--- src/logic/hsu_pkg.sv ---
// package: port addresses, register offsets, codes and reset values for the high speed uart config
`default_nettype none
package hsu_pkg;
  // ------------------------------------------------------------
  // host i/o port addresses
  // ------------------------------------------------------------
  localparam logic [15:0] HSU_CFG_INDEX_PORT = 16'h004e;
  localparam logic [15:0] HSU_CFG_DATA_PORT = 16'h004f;
  localparam logic [15:0] HSU_CHAN_A_BASE = 16'h03e8;
  localparam logic [15:0] HSU_CHAN_B_BASE = 16'h02e8;
  // ------------------------------------------------------------
  // configuration keys, index codes and logical device numbers
  // ------------------------------------------------------------
  localparam logic [7:0] HSU_KEY_UNLOCK = 8'h55;
  localparam logic [7:0] HSU_KEY_LOCK = 8'haa;
  localparam logic [7:0] HSU_IDX_DEV_SELECT = 8'h07;
  localparam logic [7:0] HSU_IDX_MODE = 8'hf0;
  localparam logic [7:0] HSU_DEV_CHAN_A = 8'h04;
  localparam logic [7:0] HSU_DEV_CHAN_B = 8'h05;
  // ------------------------------------------------------------
  // channel register offsets and fields
  // ------------------------------------------------------------
  localparam logic [2:0] HSU_OFS_DIV_LOW = 3'h0;
  localparam logic [2:0] HSU_OFS_DIV_HIGH = 3'h1;
  localparam logic [2:0] HSU_OFS_LINE_CTRL = 3'h3;
  localparam int HSU_LCR_DIVISOR_ACCESS_LATCH_BIT_POS = 7;
  localparam int HSU_MODE_HS_POS = 1;
  // ------------------------------------------------------------
  // reset values, high-speed divisor codes and effective-rate codes
  // ------------------------------------------------------------
  localparam logic [7:0] HSU_RST_BYTE = 8'h00;
  localparam logic [7:0] HSU_RST_LINE_CTRL = 8'h03;
  localparam logic [15:0] HSU_DIV_RST = 16'h000c;
  localparam logic [15:0] HSU_DIV_HS_230K = 16'h8002;
  localparam logic [15:0] HSU_DIV_HS_460K = 16'h8001;
  localparam logic [2:0] HSU_RATE_230K = 3'h2;
  localparam logic [2:0] HSU_RATE_460K = 3'h1;

  // host i/o access
  typedef struct packed {
    logic wr;
    logic rd;
    logic [15:0] addr;
    logic [7:0] wdata;
  } hsu_io_s;

  // per-channel programming state
  typedef struct packed {
    logic [7:0] mode;
    logic [7:0] line_ctrl;
    logic [15:0] divisor;
  } hsu_chan_s;
endpackage
`default_nettype wire

--- src/logic/hsu_config.sv ---
// top: configuration port pair, logical device select, mode registers and two channels
`default_nettype none
// Overview of operation
// [RQ1] writing 55h to index port 4Eh enters configuration mode
// [RQ2] in configuration mode, index 07h selects the logical device register
// [RQ3] data port 4Fh write under index 07h picks device 04h or 05h
// [RQ4] index F0h selects the mode register of the chosen device
// [RQ5] data port read returns the register selected by the index
// [RQ6] mode bit D1 enables high-speed divisor decoding for that channel
// [RQ7] host changes the high-speed bit by read-modify-write of the mode byte
// [RQ8] data port write replaces the selected register with the byte
// [RQ9] writing AAh to the index port leaves configuration mode
// [RQ10] line control write 80h sets divisor latch access; bases 3E8h and 2E8h
// [RQ11] with latch access set, offsets 0 and 1 hold divisor low and high
// [RQ12] high speed with divisor 8002h gives 230400 bits per second
// [RQ13] high speed with divisor 8001h gives 460800 bits per second
// [RQ14] host writes frame format to offset 3 with latch access cleared
// [RQ15] line control 03h means eight bits, no parity, one stop
// [RQ16] high rate needs both the mode bit and the special divisor
// [RQ17] outside configuration mode config ports change nothing
module hsu_config
  import hsu_pkg::*;
(
  // clock and reset
  input wire logic i_sys_clk,
  input wire logic i_rst_n,
  // host byte-wide i/o
  input wire hsu_io_s i_io,
  // read answer
  output logic [7:0] o_rdata,
  output logic o_rdata_valid,
  // configuration mode and channel state
  output logic o_cfg_mode,
  output hsu_chan_s o_chan_a,
  output hsu_chan_s o_chan_b,
  output logic [2:0] o_rate_a,
  output logic [2:0] o_rate_b
);
  // ------------------------------------------------------------
  // state
  // ------------------------------------------------------------
  typedef struct packed {
    logic cfg_mode;
    logic [7:0] index;
    logic [7:0] dev_sel;
    logic [7:0] mode_a;
    logic [7:0] mode_b;
    logic [7:0] rdata;
    logic rvalid;
  } hsu_state_s;

  hsu_state_s st_q, st_d;
  logic idx_wr, dat_wr, dat_rd;
  logic sel_a, sel_b;
  logic [2:0] chan_ofs;
  logic [7:0] rd_a, rd_b;
  logic hit_a, hit_b;
  logic [7:0] lcr_a, lcr_b;
  logic [15:0] div_a, div_b;
  logic [7:0] cfg_rd;

  assign idx_wr = i_io.wr && i_io.addr == HSU_CFG_INDEX_PORT;
  assign dat_wr = i_io.wr && i_io.addr == HSU_CFG_DATA_PORT;
  assign dat_rd = i_io.rd && i_io.addr == HSU_CFG_DATA_PORT;
  assign chan_ofs = i_io.addr[2:0];
  // bases are 8-byte aligned, so the top 13 bits decode the channel
  assign sel_a = i_io.addr[15:3] == HSU_CHAN_A_BASE[15:3]; // [RQ10]
  assign sel_b = i_io.addr[15:3] == HSU_CHAN_B_BASE[15:3]; // [RQ10]

  // ------------------------------------------------------------
  // configuration read mux
  // ------------------------------------------------------------
  always_comb
  begin
    cfg_rd = HSU_RST_BYTE;
    if (st_q.index == HSU_IDX_DEV_SELECT)
      cfg_rd = st_q.dev_sel; // [RQ5]
    else if (st_q.index == HSU_IDX_MODE && st_q.dev_sel == HSU_DEV_CHAN_A)
      cfg_rd = st_q.mode_a; // [RQ5]
    else if (st_q.index == HSU_IDX_MODE && st_q.dev_sel == HSU_DEV_CHAN_B)
      cfg_rd = st_q.mode_b; // [RQ5]
  end

  // ------------------------------------------------------------
  // next state
  // ------------------------------------------------------------
  always_comb
  begin
    st_d = st_q;
    st_d.rvalid = 1'b0;
    if (idx_wr)
    begin
      if (!st_q.cfg_mode)
      begin
        if (i_io.wdata == HSU_KEY_UNLOCK)
          st_d.cfg_mode = 1'b1; // [RQ1]
      end
      else if (i_io.wdata == HSU_KEY_LOCK)
        st_d.cfg_mode = 1'b0; // [RQ9]
      else
        st_d.index = i_io.wdata; // [RQ2] [RQ4]
    end
    // data port writes outside configuration mode are dropped
    if (dat_wr && st_q.cfg_mode) // [RQ17]
    begin
      if (st_q.index == HSU_IDX_DEV_SELECT)
        st_d.dev_sel = i_io.wdata; // [RQ3] [RQ8]
      else if (st_q.index == HSU_IDX_MODE && st_q.dev_sel == HSU_DEV_CHAN_A)
        st_d.mode_a = i_io.wdata; // [RQ8]
      else if (st_q.index == HSU_IDX_MODE && st_q.dev_sel == HSU_DEV_CHAN_B)
        st_d.mode_b = i_io.wdata; // [RQ8]
    end
    if (i_io.rd)
    begin
      st_d.rvalid = 1'b1;
      st_d.rdata = 8'hff;
      // config space floats high while locked, like an absent port
      if (dat_rd && st_q.cfg_mode)
        st_d.rdata = cfg_rd; // [RQ5]
      else if (sel_a && hit_a)
        st_d.rdata = rd_a;
      else if (sel_b && hit_b)
        st_d.rdata = rd_b;
    end
  end

  always_ff @(posedge i_sys_clk)
  begin
    if (!i_rst_n)
    begin
      st_q.cfg_mode <= 1'b0;
      st_q.index <= HSU_RST_BYTE;
      st_q.dev_sel <= HSU_RST_BYTE;
      st_q.mode_a <= HSU_RST_BYTE;
      st_q.mode_b <= HSU_RST_BYTE;
      st_q.rdata <= HSU_RST_BYTE;
      st_q.rvalid <= 1'b0;
    end
    else
      st_q <= st_d;
  end

  // ------------------------------------------------------------
  // channels
  // ------------------------------------------------------------
  hsu_chan_regs u_chan_a (
    .i_sys_clk(i_sys_clk),
    .i_rst_n(i_rst_n),
    .i_sel(sel_a),
    .i_wr(i_io.wr),
    .i_ofs(chan_ofs),
    .i_wdata(i_io.wdata),
    .i_high_speed(st_q.mode_a[HSU_MODE_HS_POS]), // [RQ6] [RQ16]
    .o_rdata(rd_a),
    .o_rdata_hit(hit_a),
    .o_line_ctrl(lcr_a),
    .o_divisor(div_a),
    .o_divisor_access_latch_bit(),
    .o_hs_rate(o_rate_a)
  );

  hsu_chan_regs u_chan_b (
    .i_sys_clk(i_sys_clk),
    .i_rst_n(i_rst_n),
    .i_sel(sel_b),
    .i_wr(i_io.wr),
    .i_ofs(chan_ofs),
    .i_wdata(i_io.wdata),
    .i_high_speed(st_q.mode_b[HSU_MODE_HS_POS]), // [RQ6] [RQ16]
    .o_rdata(rd_b),
    .o_rdata_hit(hit_b),
    .o_line_ctrl(lcr_b),
    .o_divisor(div_b),
    .o_divisor_access_latch_bit(),
    .o_hs_rate(o_rate_b)
  );

  assign o_rdata = st_q.rdata;
  assign o_rdata_valid = st_q.rvalid;
  assign o_cfg_mode = st_q.cfg_mode;
  assign o_chan_a = '{mode: st_q.mode_a, line_ctrl: lcr_a, divisor: div_a};
  assign o_chan_b = '{mode: st_q.mode_b, line_ctrl: lcr_b, divisor: div_b};

  // ------------------------------------------------------------
  // checks
  // ------------------------------------------------------------
  chk_unlock_enter: assert property (@(posedge i_sys_clk) disable iff (!i_rst_n)
    idx_wr && i_io.wdata == 8'h55 |=> o_cfg_mode) // [RQ1]
    else $error("unlock did not enter configuration mode");
  chk_lock_exit: assert property (@(posedge i_sys_clk) disable iff (!i_rst_n)
    o_cfg_mode && idx_wr && i_io.wdata == 8'haa |=> !o_cfg_mode) // [RQ9]
    else $error("lock did not leave configuration mode");
  chk_dev_select: assert property (@(posedge i_sys_clk) disable iff (!i_rst_n)
    o_cfg_mode && st_q.index == 8'h07 && dat_wr |=> st_q.dev_sel == $past(i_io.wdata)) // [RQ3]
    else $error("logical device not selected");
  chk_index_load: assert property (@(posedge i_sys_clk) disable iff (!i_rst_n)
    o_cfg_mode && idx_wr && i_io.wdata == 8'hf0 |=> st_q.index == 8'hf0) // [RQ2]
    else $error("index not loaded");
  chk_locked_mode: assert property (@(posedge i_sys_clk) disable iff (!i_rst_n)
    !o_cfg_mode && dat_wr |=> $stable(st_q.mode_a) && $stable(st_q.mode_b)) // [RQ17]
    else $error("mode register changed while locked");
  chk_mode_write: assert property (@(posedge i_sys_clk) disable iff (!i_rst_n)
    o_cfg_mode && dat_wr && st_q.index == 8'hf0 && st_q.dev_sel == 8'h04
    |=> o_chan_a.mode == $past(i_io.wdata)) // [RQ4]
    else $error("mode register not written");
  chk_read_back: assert property (@(posedge i_sys_clk) disable iff (!i_rst_n)
    o_cfg_mode && dat_rd && !dat_wr && !idx_wr |=> o_rdata_valid && o_rdata == $past(cfg_rd)) // [RQ5]
    else $error("configuration read returned wrong byte");
  chk_rate_230k: assert property (@(posedge i_sys_clk) disable iff (!i_rst_n)
    o_chan_b.mode[1] && o_chan_b.divisor == 16'h8002 |-> o_rate_b == 3'h2) // [RQ12]
    else $error("230400 rate not selected");
endmodule
`default_nettype wire

--- src/logic/hsu_chan_regs.sv ---
// one serial channel: divisor latch, line control and the effective-rate decode
`default_nettype none
module hsu_chan_regs
  import hsu_pkg::*;
(
  // clock and reset
  input wire logic i_sys_clk,
  input wire logic i_rst_n,
  // host access, already decoded to this channel
  input wire logic i_sel,
  input wire logic i_wr,
  input wire logic [2:0] i_ofs,
  input wire logic [7:0] i_wdata,
  input wire logic i_high_speed,
  // state
  output logic [7:0] o_rdata,
  output logic o_rdata_hit,
  output logic [7:0] o_line_ctrl,
  output logic [15:0] o_divisor,
  output logic o_divisor_access_latch_bit,
  output logic [2:0] o_hs_rate
);
  typedef struct packed {
    logic [7:0] line_ctrl;
    logic [15:0] divisor;
  } hsu_cr_s;

  hsu_cr_s st_q, st_d;
  logic divisor_access_latch_bit;

  assign divisor_access_latch_bit = st_q.line_ctrl[HSU_LCR_DIVISOR_ACCESS_LATCH_BIT_POS];

  always_comb
  begin
    st_d = st_q;
    if (i_sel && i_wr)
    begin
      if (i_ofs == HSU_OFS_LINE_CTRL)
        st_d.line_ctrl = i_wdata; // [RQ10] [RQ15]
      else if (divisor_access_latch_bit && i_ofs == HSU_OFS_DIV_LOW)
        st_d.divisor[7:0] = i_wdata; // [RQ11]
      else if (divisor_access_latch_bit && i_ofs == HSU_OFS_DIV_HIGH)
        st_d.divisor[15:8] = i_wdata; // [RQ11]
    end
  end

  always_ff @(posedge i_sys_clk)
  begin
    if (!i_rst_n)
    begin
      st_q.line_ctrl <= HSU_RST_LINE_CTRL;
      st_q.divisor <= HSU_DIV_RST;
    end
    else
      st_q <= st_d;
  end

  always_comb
  begin
    o_rdata = HSU_RST_BYTE;
    o_rdata_hit = 1'b0;
    if (i_ofs == HSU_OFS_LINE_CTRL)
    begin
      o_rdata = st_q.line_ctrl;
      o_rdata_hit = 1'b1;
    end
    else if (divisor_access_latch_bit && i_ofs == HSU_OFS_DIV_LOW)
    begin
      o_rdata = st_q.divisor[7:0];
      o_rdata_hit = 1'b1;
    end
    else if (divisor_access_latch_bit && i_ofs == HSU_OFS_DIV_HIGH)
    begin
      o_rdata = st_q.divisor[15:8];
      o_rdata_hit = 1'b1;
    end
  end

  // high-rate code only when both the mode bit and the special divisor are present
  always_comb
  begin
    o_hs_rate = 3'h0;
    if (i_high_speed && st_q.divisor == HSU_DIV_HS_230K)
      o_hs_rate = HSU_RATE_230K; // [RQ12]
    else if (i_high_speed && st_q.divisor == HSU_DIV_HS_460K)
      o_hs_rate = HSU_RATE_460K; // [RQ13]
  end

  assign o_line_ctrl = st_q.line_ctrl;
  assign o_divisor = st_q.divisor;
  assign o_divisor_access_latch_bit = divisor_access_latch_bit;

  chk_div_low_load: assert property (@(posedge i_sys_clk) disable iff (!i_rst_n)
    i_sel && i_wr && divisor_access_latch_bit && i_ofs == HSU_OFS_DIV_LOW |=> o_divisor[7:0] == $past(i_wdata)) // [RQ11]
    else $error("divisor low byte not loaded");
  chk_lcr_no_div: assert property (@(posedge i_sys_clk) disable iff (!i_rst_n)
    i_sel && i_wr && !divisor_access_latch_bit && i_ofs == HSU_OFS_DIV_HIGH |=> $stable(o_divisor)) // [RQ11]
    else $error("divisor changed without latch access");
  chk_rate_460k: assert property (@(posedge i_sys_clk) disable iff (!i_rst_n)
    i_high_speed && o_divisor == 16'h8001 |-> o_hs_rate == 3'h1) // [RQ13]
    else $error("460800 rate not selected");
endmodule
`default_nettype wire

--- config.mk ---
export PLATFORM = sky130hd
export DESIGN_NAME = hsu_config
export DESIGN_NICKNAME = d
export VERILOG_FILES = /design/src/logic/hsu_pkg.sv /design/src/logic/hsu_config.sv /design/src/logic/hsu_chan_regs.sv
export SDC_FILE = /design/constraint.sdc
export NUM_CORES = 1
export LEC_CHECK = 0
export BUFFER_PORTS_ARGS = -buffer_cell sky130_fd_sc_hd__buf_2
export CELL_PAD_IN_SITES_DETAIL_PLACEMENT = 0
export CELL_PAD_IN_SITES_GLOBAL_PLACEMENT = 1
export CORE_ASPECT_RATIO = 0.75
export CORE_MARGIN = 2
export CORE_UTILIZATION = 38
export CTS_CLUSTER_SIZE = 30
export DETAILED_ROUTE_END_ITERATION = 8
export PLACE_DENSITY = 0.75
export RECOVER_POWER = 25
export SYNTH_ARGS = -nofsm -noshare
export SYNTH_HDL_FRONTEND = slang
export SYNTH_SLANG_ARGS = --single-unit
--- constraint.sdc ---
create_clock -name i_sys_clk -period 1.9 [get_ports i_sys_clk]
set_clock_uncertainty 0.15 [all_clocks]
set_input_delay 0.38 -clock i_sys_clk [delete_from_list [all_inputs] [get_ports i_sys_clk]]
set_output_delay 0.38 -clock i_sys_clk [all_outputs]
set_load 0.005 [all_outputs]
After elaboration in Yosys (flattened, before gate mapping)
Index checks and enable logic that the tools add are counted.
- output and inout port bits: 80
- register bits after elaboration: 90
- word-level logic and storage cells: 91
- input bits: 28
- bitwise logic cells: 6
- multiplexer cells: 26
- reductions and logical operators: 30
- eq/ne operators: 16
- operators with widths (cell ; number):
    2-to-1 mux 8 bit ; 12
    equality test 16 bit, second input constant ; 4
    equality test 16 x 7 -> 1 bit, second input constant ; 2
    equality test 13 x 7 -> 1 bit, second input constant ; 2
    equality test 8 x 3 -> 1 bit, second input constant ; 3
    logical AND 1 bit ; 19
    equality test 8 bit, second input constant ; 2
    2-to-1 mux 1 bit ; 12
    AND reduction 3 bit ; 4
    AND reduction 4 bit ; 3
    equality test 8 x 7 -> 1 bit, second input constant ; 1
    2-to-1 mux 3 bit ; 2
    NOT 1 bit ; 6
    AND reduction 2 bit ; 3
    equality test 3 x 1 -> 1 bit, second input constant ; 1
    equality test 3 x 2 -> 1 bit, second input constant ; 1
    zero test 3 bit ; 1

Logic depth before layout (Yosys ltp)
- depth in word-level cells: 9
- gate-level depth with buffers: 7
- depth with buffers taken out: 5

Modules after synthesis
From an unflattened synthesis, not the netlist that was laid out.
- cell total of the unflattened synthesis: 523
- area, all modules: 4729.5 um2
- by module, submodules not included (module ; times used ; area each (um2) ; cells each):
    hsu_chan_regs ; 2 ; 1218.7 ; 138
    hsu_config ; 1 ; 2292.2 ; 247

Least setup slack after synthesis
Ideal clock, no wire load.
- path type: input to register
- start point: in i_io[16] (netlist name)
- end point: reg st_q (netlist bit o_rdata[6])
- slack: 0.036 ns
- path buffers: 2
- stages on the path: 7
- data arrival time: 1.655 ns
- cells stage by stage: buf_4 nor3_4 and4_4 nand4_4 buf_6 o32ai_2 o31a_1
- cells in the longest elaborated chain, start to end: 5
- elaborated cells on any way between the ends: 10
- ends and longest elaborated chain (item ; line ; RTL):
    start, declared ; hsu_config.sv:28 ; input wire hsu_io_s i_io,
    equality test 13 x 7 -> 1 bit ; hsu_config.sv:68 ; assign sel_b = i_io.addr[15:3] == HSU_CHAN_B_BASE[15:3];
    logical AND 1 bit ; hsu_config.sv:122 ; else if (sel_b && hit_b)
    2-to-1 mux 8 bit ; hsu_config.sv:122 ;
    2-to-1 mux 8 bit ; hsu_config.sv:120 ; else if (sel_a && hit_a)
    2-to-1 mux 8 bit (*) ; hsu_config.sv:118 ; if (dat_rd && st_q.cfg_mode)
    end signal, assigned ; hsu_config.sv:140 ; st_q <= st_d;
    end, declared ; hsu_config.sv:52 ; hsu_state_s st_q, st_d;
Mark *: on every way between the ends. The rest lies on a longest branch, timed or not.
A chain may end at the register's enable or synchronous reset.

Worst setup path after layout
- start point: reg u_chan_a.st_q (netlist bit u_chan_a.o_divisor[11])
- end point: out o_rate_a[1]
- cells in the longest elaborated chain, start to end: 3
- ends and longest elaborated chain (item ; line ; RTL):
    start, declared ; hsu_chan_regs.sv:28 ; hsu_cr_s st_q, st_d;
    start signal, assigned ; hsu_chan_regs.sv:55 ; st_q <= st_d;
    equality test 16 bit ; hsu_chan_regs.sv:83 ; if (i_high_speed && st_q.divisor == HSU_DIV_HS_230K)
    logical AND 1 bit ; hsu_chan_regs.sv:83 ;
    2-to-1 mux 3 bit ; hsu_chan_regs.sv:83 ;
    end, declared ; hsu_config.sv:36 ; output logic [2:0] o_rate_a,
Every way passes these cells.

==> summary.txt <==
status - complete, but fails checks
failing checks - setup timing
crit path capture type - primary output
CTS H-tree lvls - 3
I/O Buffers - 105
Seq cells post-synth - 90
global-route wire length before repair - 22900 um
most area-consuming cells after synthesis - dfxtp_1 (37%), mux2i_1 (17%), nor2b_1 (9.3%)
clock buffer count from CTS - 9
Final min period - 2050 ps
top-area cell type share of the netlist area - 0.374
Synth area leader - dfxtp_1
Final period util - 1.08
mapped cell area - 4820 sq um
clock sinks - 90
max-cap violation count - 0
startpoint types - register
CP max stage delay - 370 ps
Initial Util - 0.390
Cell Rows - 35
Final Setup Violations - 4
end of the worst register-to-register path - o_rdata[2]
Die X - 134 um
Final ANT Viol Nets - 0
nets@finish - 641
CP Class - register to primary output
CP required - 1370 ps
worst slew pin tran - 816 ps
vias in the first global route - 4006
Cells after DPL - 762
ys flop type - dfxtp_1
Hold Crit Endpoint - o_cfg_mode
DP HPWL - 10900 um
Yosys cell types - 61
EDFF count, synth - 0
clock-pin slew on the worst setup and hold paths - 70 ps
Die Ht - 102 um
routed via count - 4177
R2R setup slack - 50 ps
pwr dens - 626 nW/um^2
I/O pins - 108
TritonCTS clock tree - yes
Max clock buf depth - 2
hold path depth - 3
area growth from synthesis to layout - 31.3%
drt drc - 0
Root Driver - clkbuf_16
CORE AREA - 12300 sq um
worst setup margin - -154 ps
number of fill cells - 1175
Min-Delay Startpoint - i_io[25]
Total Power - 0.00396 W
largest net degree at the start of global routing - 91
gpl congestion - 0.888
later-pin clock latency in the skew report - 340 ps
RSZ-0062 raised after global routing - yes
Pleak - 2.92 nW
critical path, cell by cell - nor4_2, nand4_1, nor3b_1, buf_2
worst-path fanout max - 4
Die Footprint - 13600 sq um
final hold vios - 0
n_diodes - 0
wirelength, routed - 15200 um
Pre-Repair DR Iteration Count - 5
VDD IR-drop max - 0.425 mV
total congestion overflow - 0
max-slew violations - 0
Detailed Route Iter0 Violations - 315
sequential share of the synthesized area - 0.374
Mapped Cells - 482
FFs w/ async S/R, synth - 0
average size of a mapped cell - 10.0 sq um
drt wl/cell - 19.5 um
Worst path slowest cell - dfxtp_1
worst reg2reg path depth - 7
share of layout cells above drive strength 1 - 0.387
total number of yosys warnings - 0
Top delay family on crit path - simple AND/OR/NAND/NOR gates
Slew Limit Headroom - 0.456
Critical path buffers and inverters - 1
WHS - 341 ps
Fmax - 487 MHz
overall routing resource usage - 0.222
CTS Hold Bufs - 0
Post-Layout Cell Count - 783
Hold Crit Class - input pin to register
CP arrival - 1520 ps
Setup WS pre-CTS - -450 ps
Via-to-Cell Ratio - 5.33
initial antenna violation count - 0
worst r2r src - u_chan_b.o_line_ctrl[7]
==> worst max-delay path by stage <==
stage	startpoint	to	cells past startpoint
floorplan	i_io[16]	o_rdata[6]	7
global placement	i_io[8]	o_rdata[2]	8
detailed placement	i_io[8]	o_rdata[2]	8
CTS	u_chan_a.o_divisor[8]	o_rate_a[1]	4
global route	u_chan_a.o_divisor[8]	o_rate_a[1]	4
finish	u_chan_a.o_divisor[11]	o_rate_a[1]	4
==> registers in the layout, summed over array words and instances, names as in the netlist <==
| signal | count |
|---|---|
| u_chan_b.o_line_ctrl | 8 |
| u_chan_b.o_divisor | 16 |
| o_chan_b | 8 |
| u_chan_a.o_line_ctrl | 8 |
| o_rdata_valid | 1 |
| o_chan_a | 8 |
| st_q | 16 |
| o_rdata | 8 |
| u_chan_a.o_divisor | 16 |
| o_cfg_mode | 1 |
==> cells by family (layout without fill, tap and decap cells) <==
group,after synthesis,count (layout),synth area share
buffers and inverters,80,214,0.0919
and+or+nand+nor,160,160,0.251
AOI/OAI and AO/OA,70,70,0.114
DFF,90,90,0.374
muxes,81,81,0.168
other,1,2,0.000778
==> layout make-up <==
| cell class | instances | area (sq um) | area share |
|---|---|---|---|
| Tap cell | 166 | 208 | 0.0328 |
| Sequential cell | 90 | 1820 | 0.288 |
| Multi-Input combinational cell | 313 | 2770 | 0.438 |
| Timing Repair Buffer | 182 | 1180 | 0.186 |
| Inverter | 17 | 63.8 | 0.0101 |
| Clock buffer | 11 | 233 | 0.0368 |
| Clock inverter | 4 | 52.6 | 0.00830 |
==> cells in the final DEF, fill, tap and decap left out, drive strengths merged, types with 4 or more instances in the layout <==
master  instances
inv            18
o31a            8
dfxtp          90
and2            4
nor2b          72
nand4          10
nor4b           5
nor2           13
buf           163
a22oi           8
a221oi          6
nand2          12
nand4b          4
a22o           13
nor4            6
clkbuf         30
and4b           4
mux2i          80
nor3            6
a21oi          14
o32ai           8
nor3b           5
==> worst min-delay path, delay by kind of cell <==
kind,cells,cell delay (ps)
AO/OA/AOI/OAI,1,170
buffers and inverters,1,110
AND/OR/NAND/NOR,1,130
==> per-layer routing <==
layer	wire (um)	track usage	vias to the layer above
met3	916	0.0475	14
met5	0	0	-
met1	7790	0.333	2050
li1	-	-	1965
met2	6350	0.322	148
met4	188	0.0534	0
==> what timing repair did <==
action / CTS / global route
pin swaps: 10 / 9
setup endpoints to repair: 20 / 22
endpoints found under the hold margin: 0 / 0
buffers inserted: 4 / 3
resized for setup: 28 / 26
==> synth_stat cells (3+ instances only) <==
cell type  number
nor3_4          4
and4b_1         4
nand4_1         5
clkbuf_1       20
dfxtp_1        90
buf_4          31
and2_1          3
nor4b_4         3
o32ai_1         6
a221oi_1        6
a22o_1         13
nor3b_1         5
nor4_1          5
buf_2           9
nor2b_1        72
nand2_1        12
a22oi_1         8
mux2i_1        80
a21oi_1        14
nor2_1         11
nand4b_1        3
nor4bb_1        3
inv_1          17
nand4_2         3
o31a_1          8
==> power by group <==
group / internal, W / leakage (nW) / switching (W) / total [W]
logic: 0.000134 / 2.04 / 0.000164 / 0.000297
clock network: 0.00102 / 0.140 / 0.000747 / 0.00177
registers: 0.00189 / 0.734 / 0.00000829 / 0.00190
==> through the flow <==
step / utilization / instance area [sq um] / setup TNS [ps]
final: 0.512 / 6330 / -486
after global routing: 0.512 / 6330 / -1020
after CTS: 0.504 / 6220 / -473
after detailed placement: 0.470 / 5800 / -14070
after global placement: 0.470 / 5800 / -12710
after floorplan: - / 4820 / 0
Note: power is estimated with default switching activity, not from simulation.
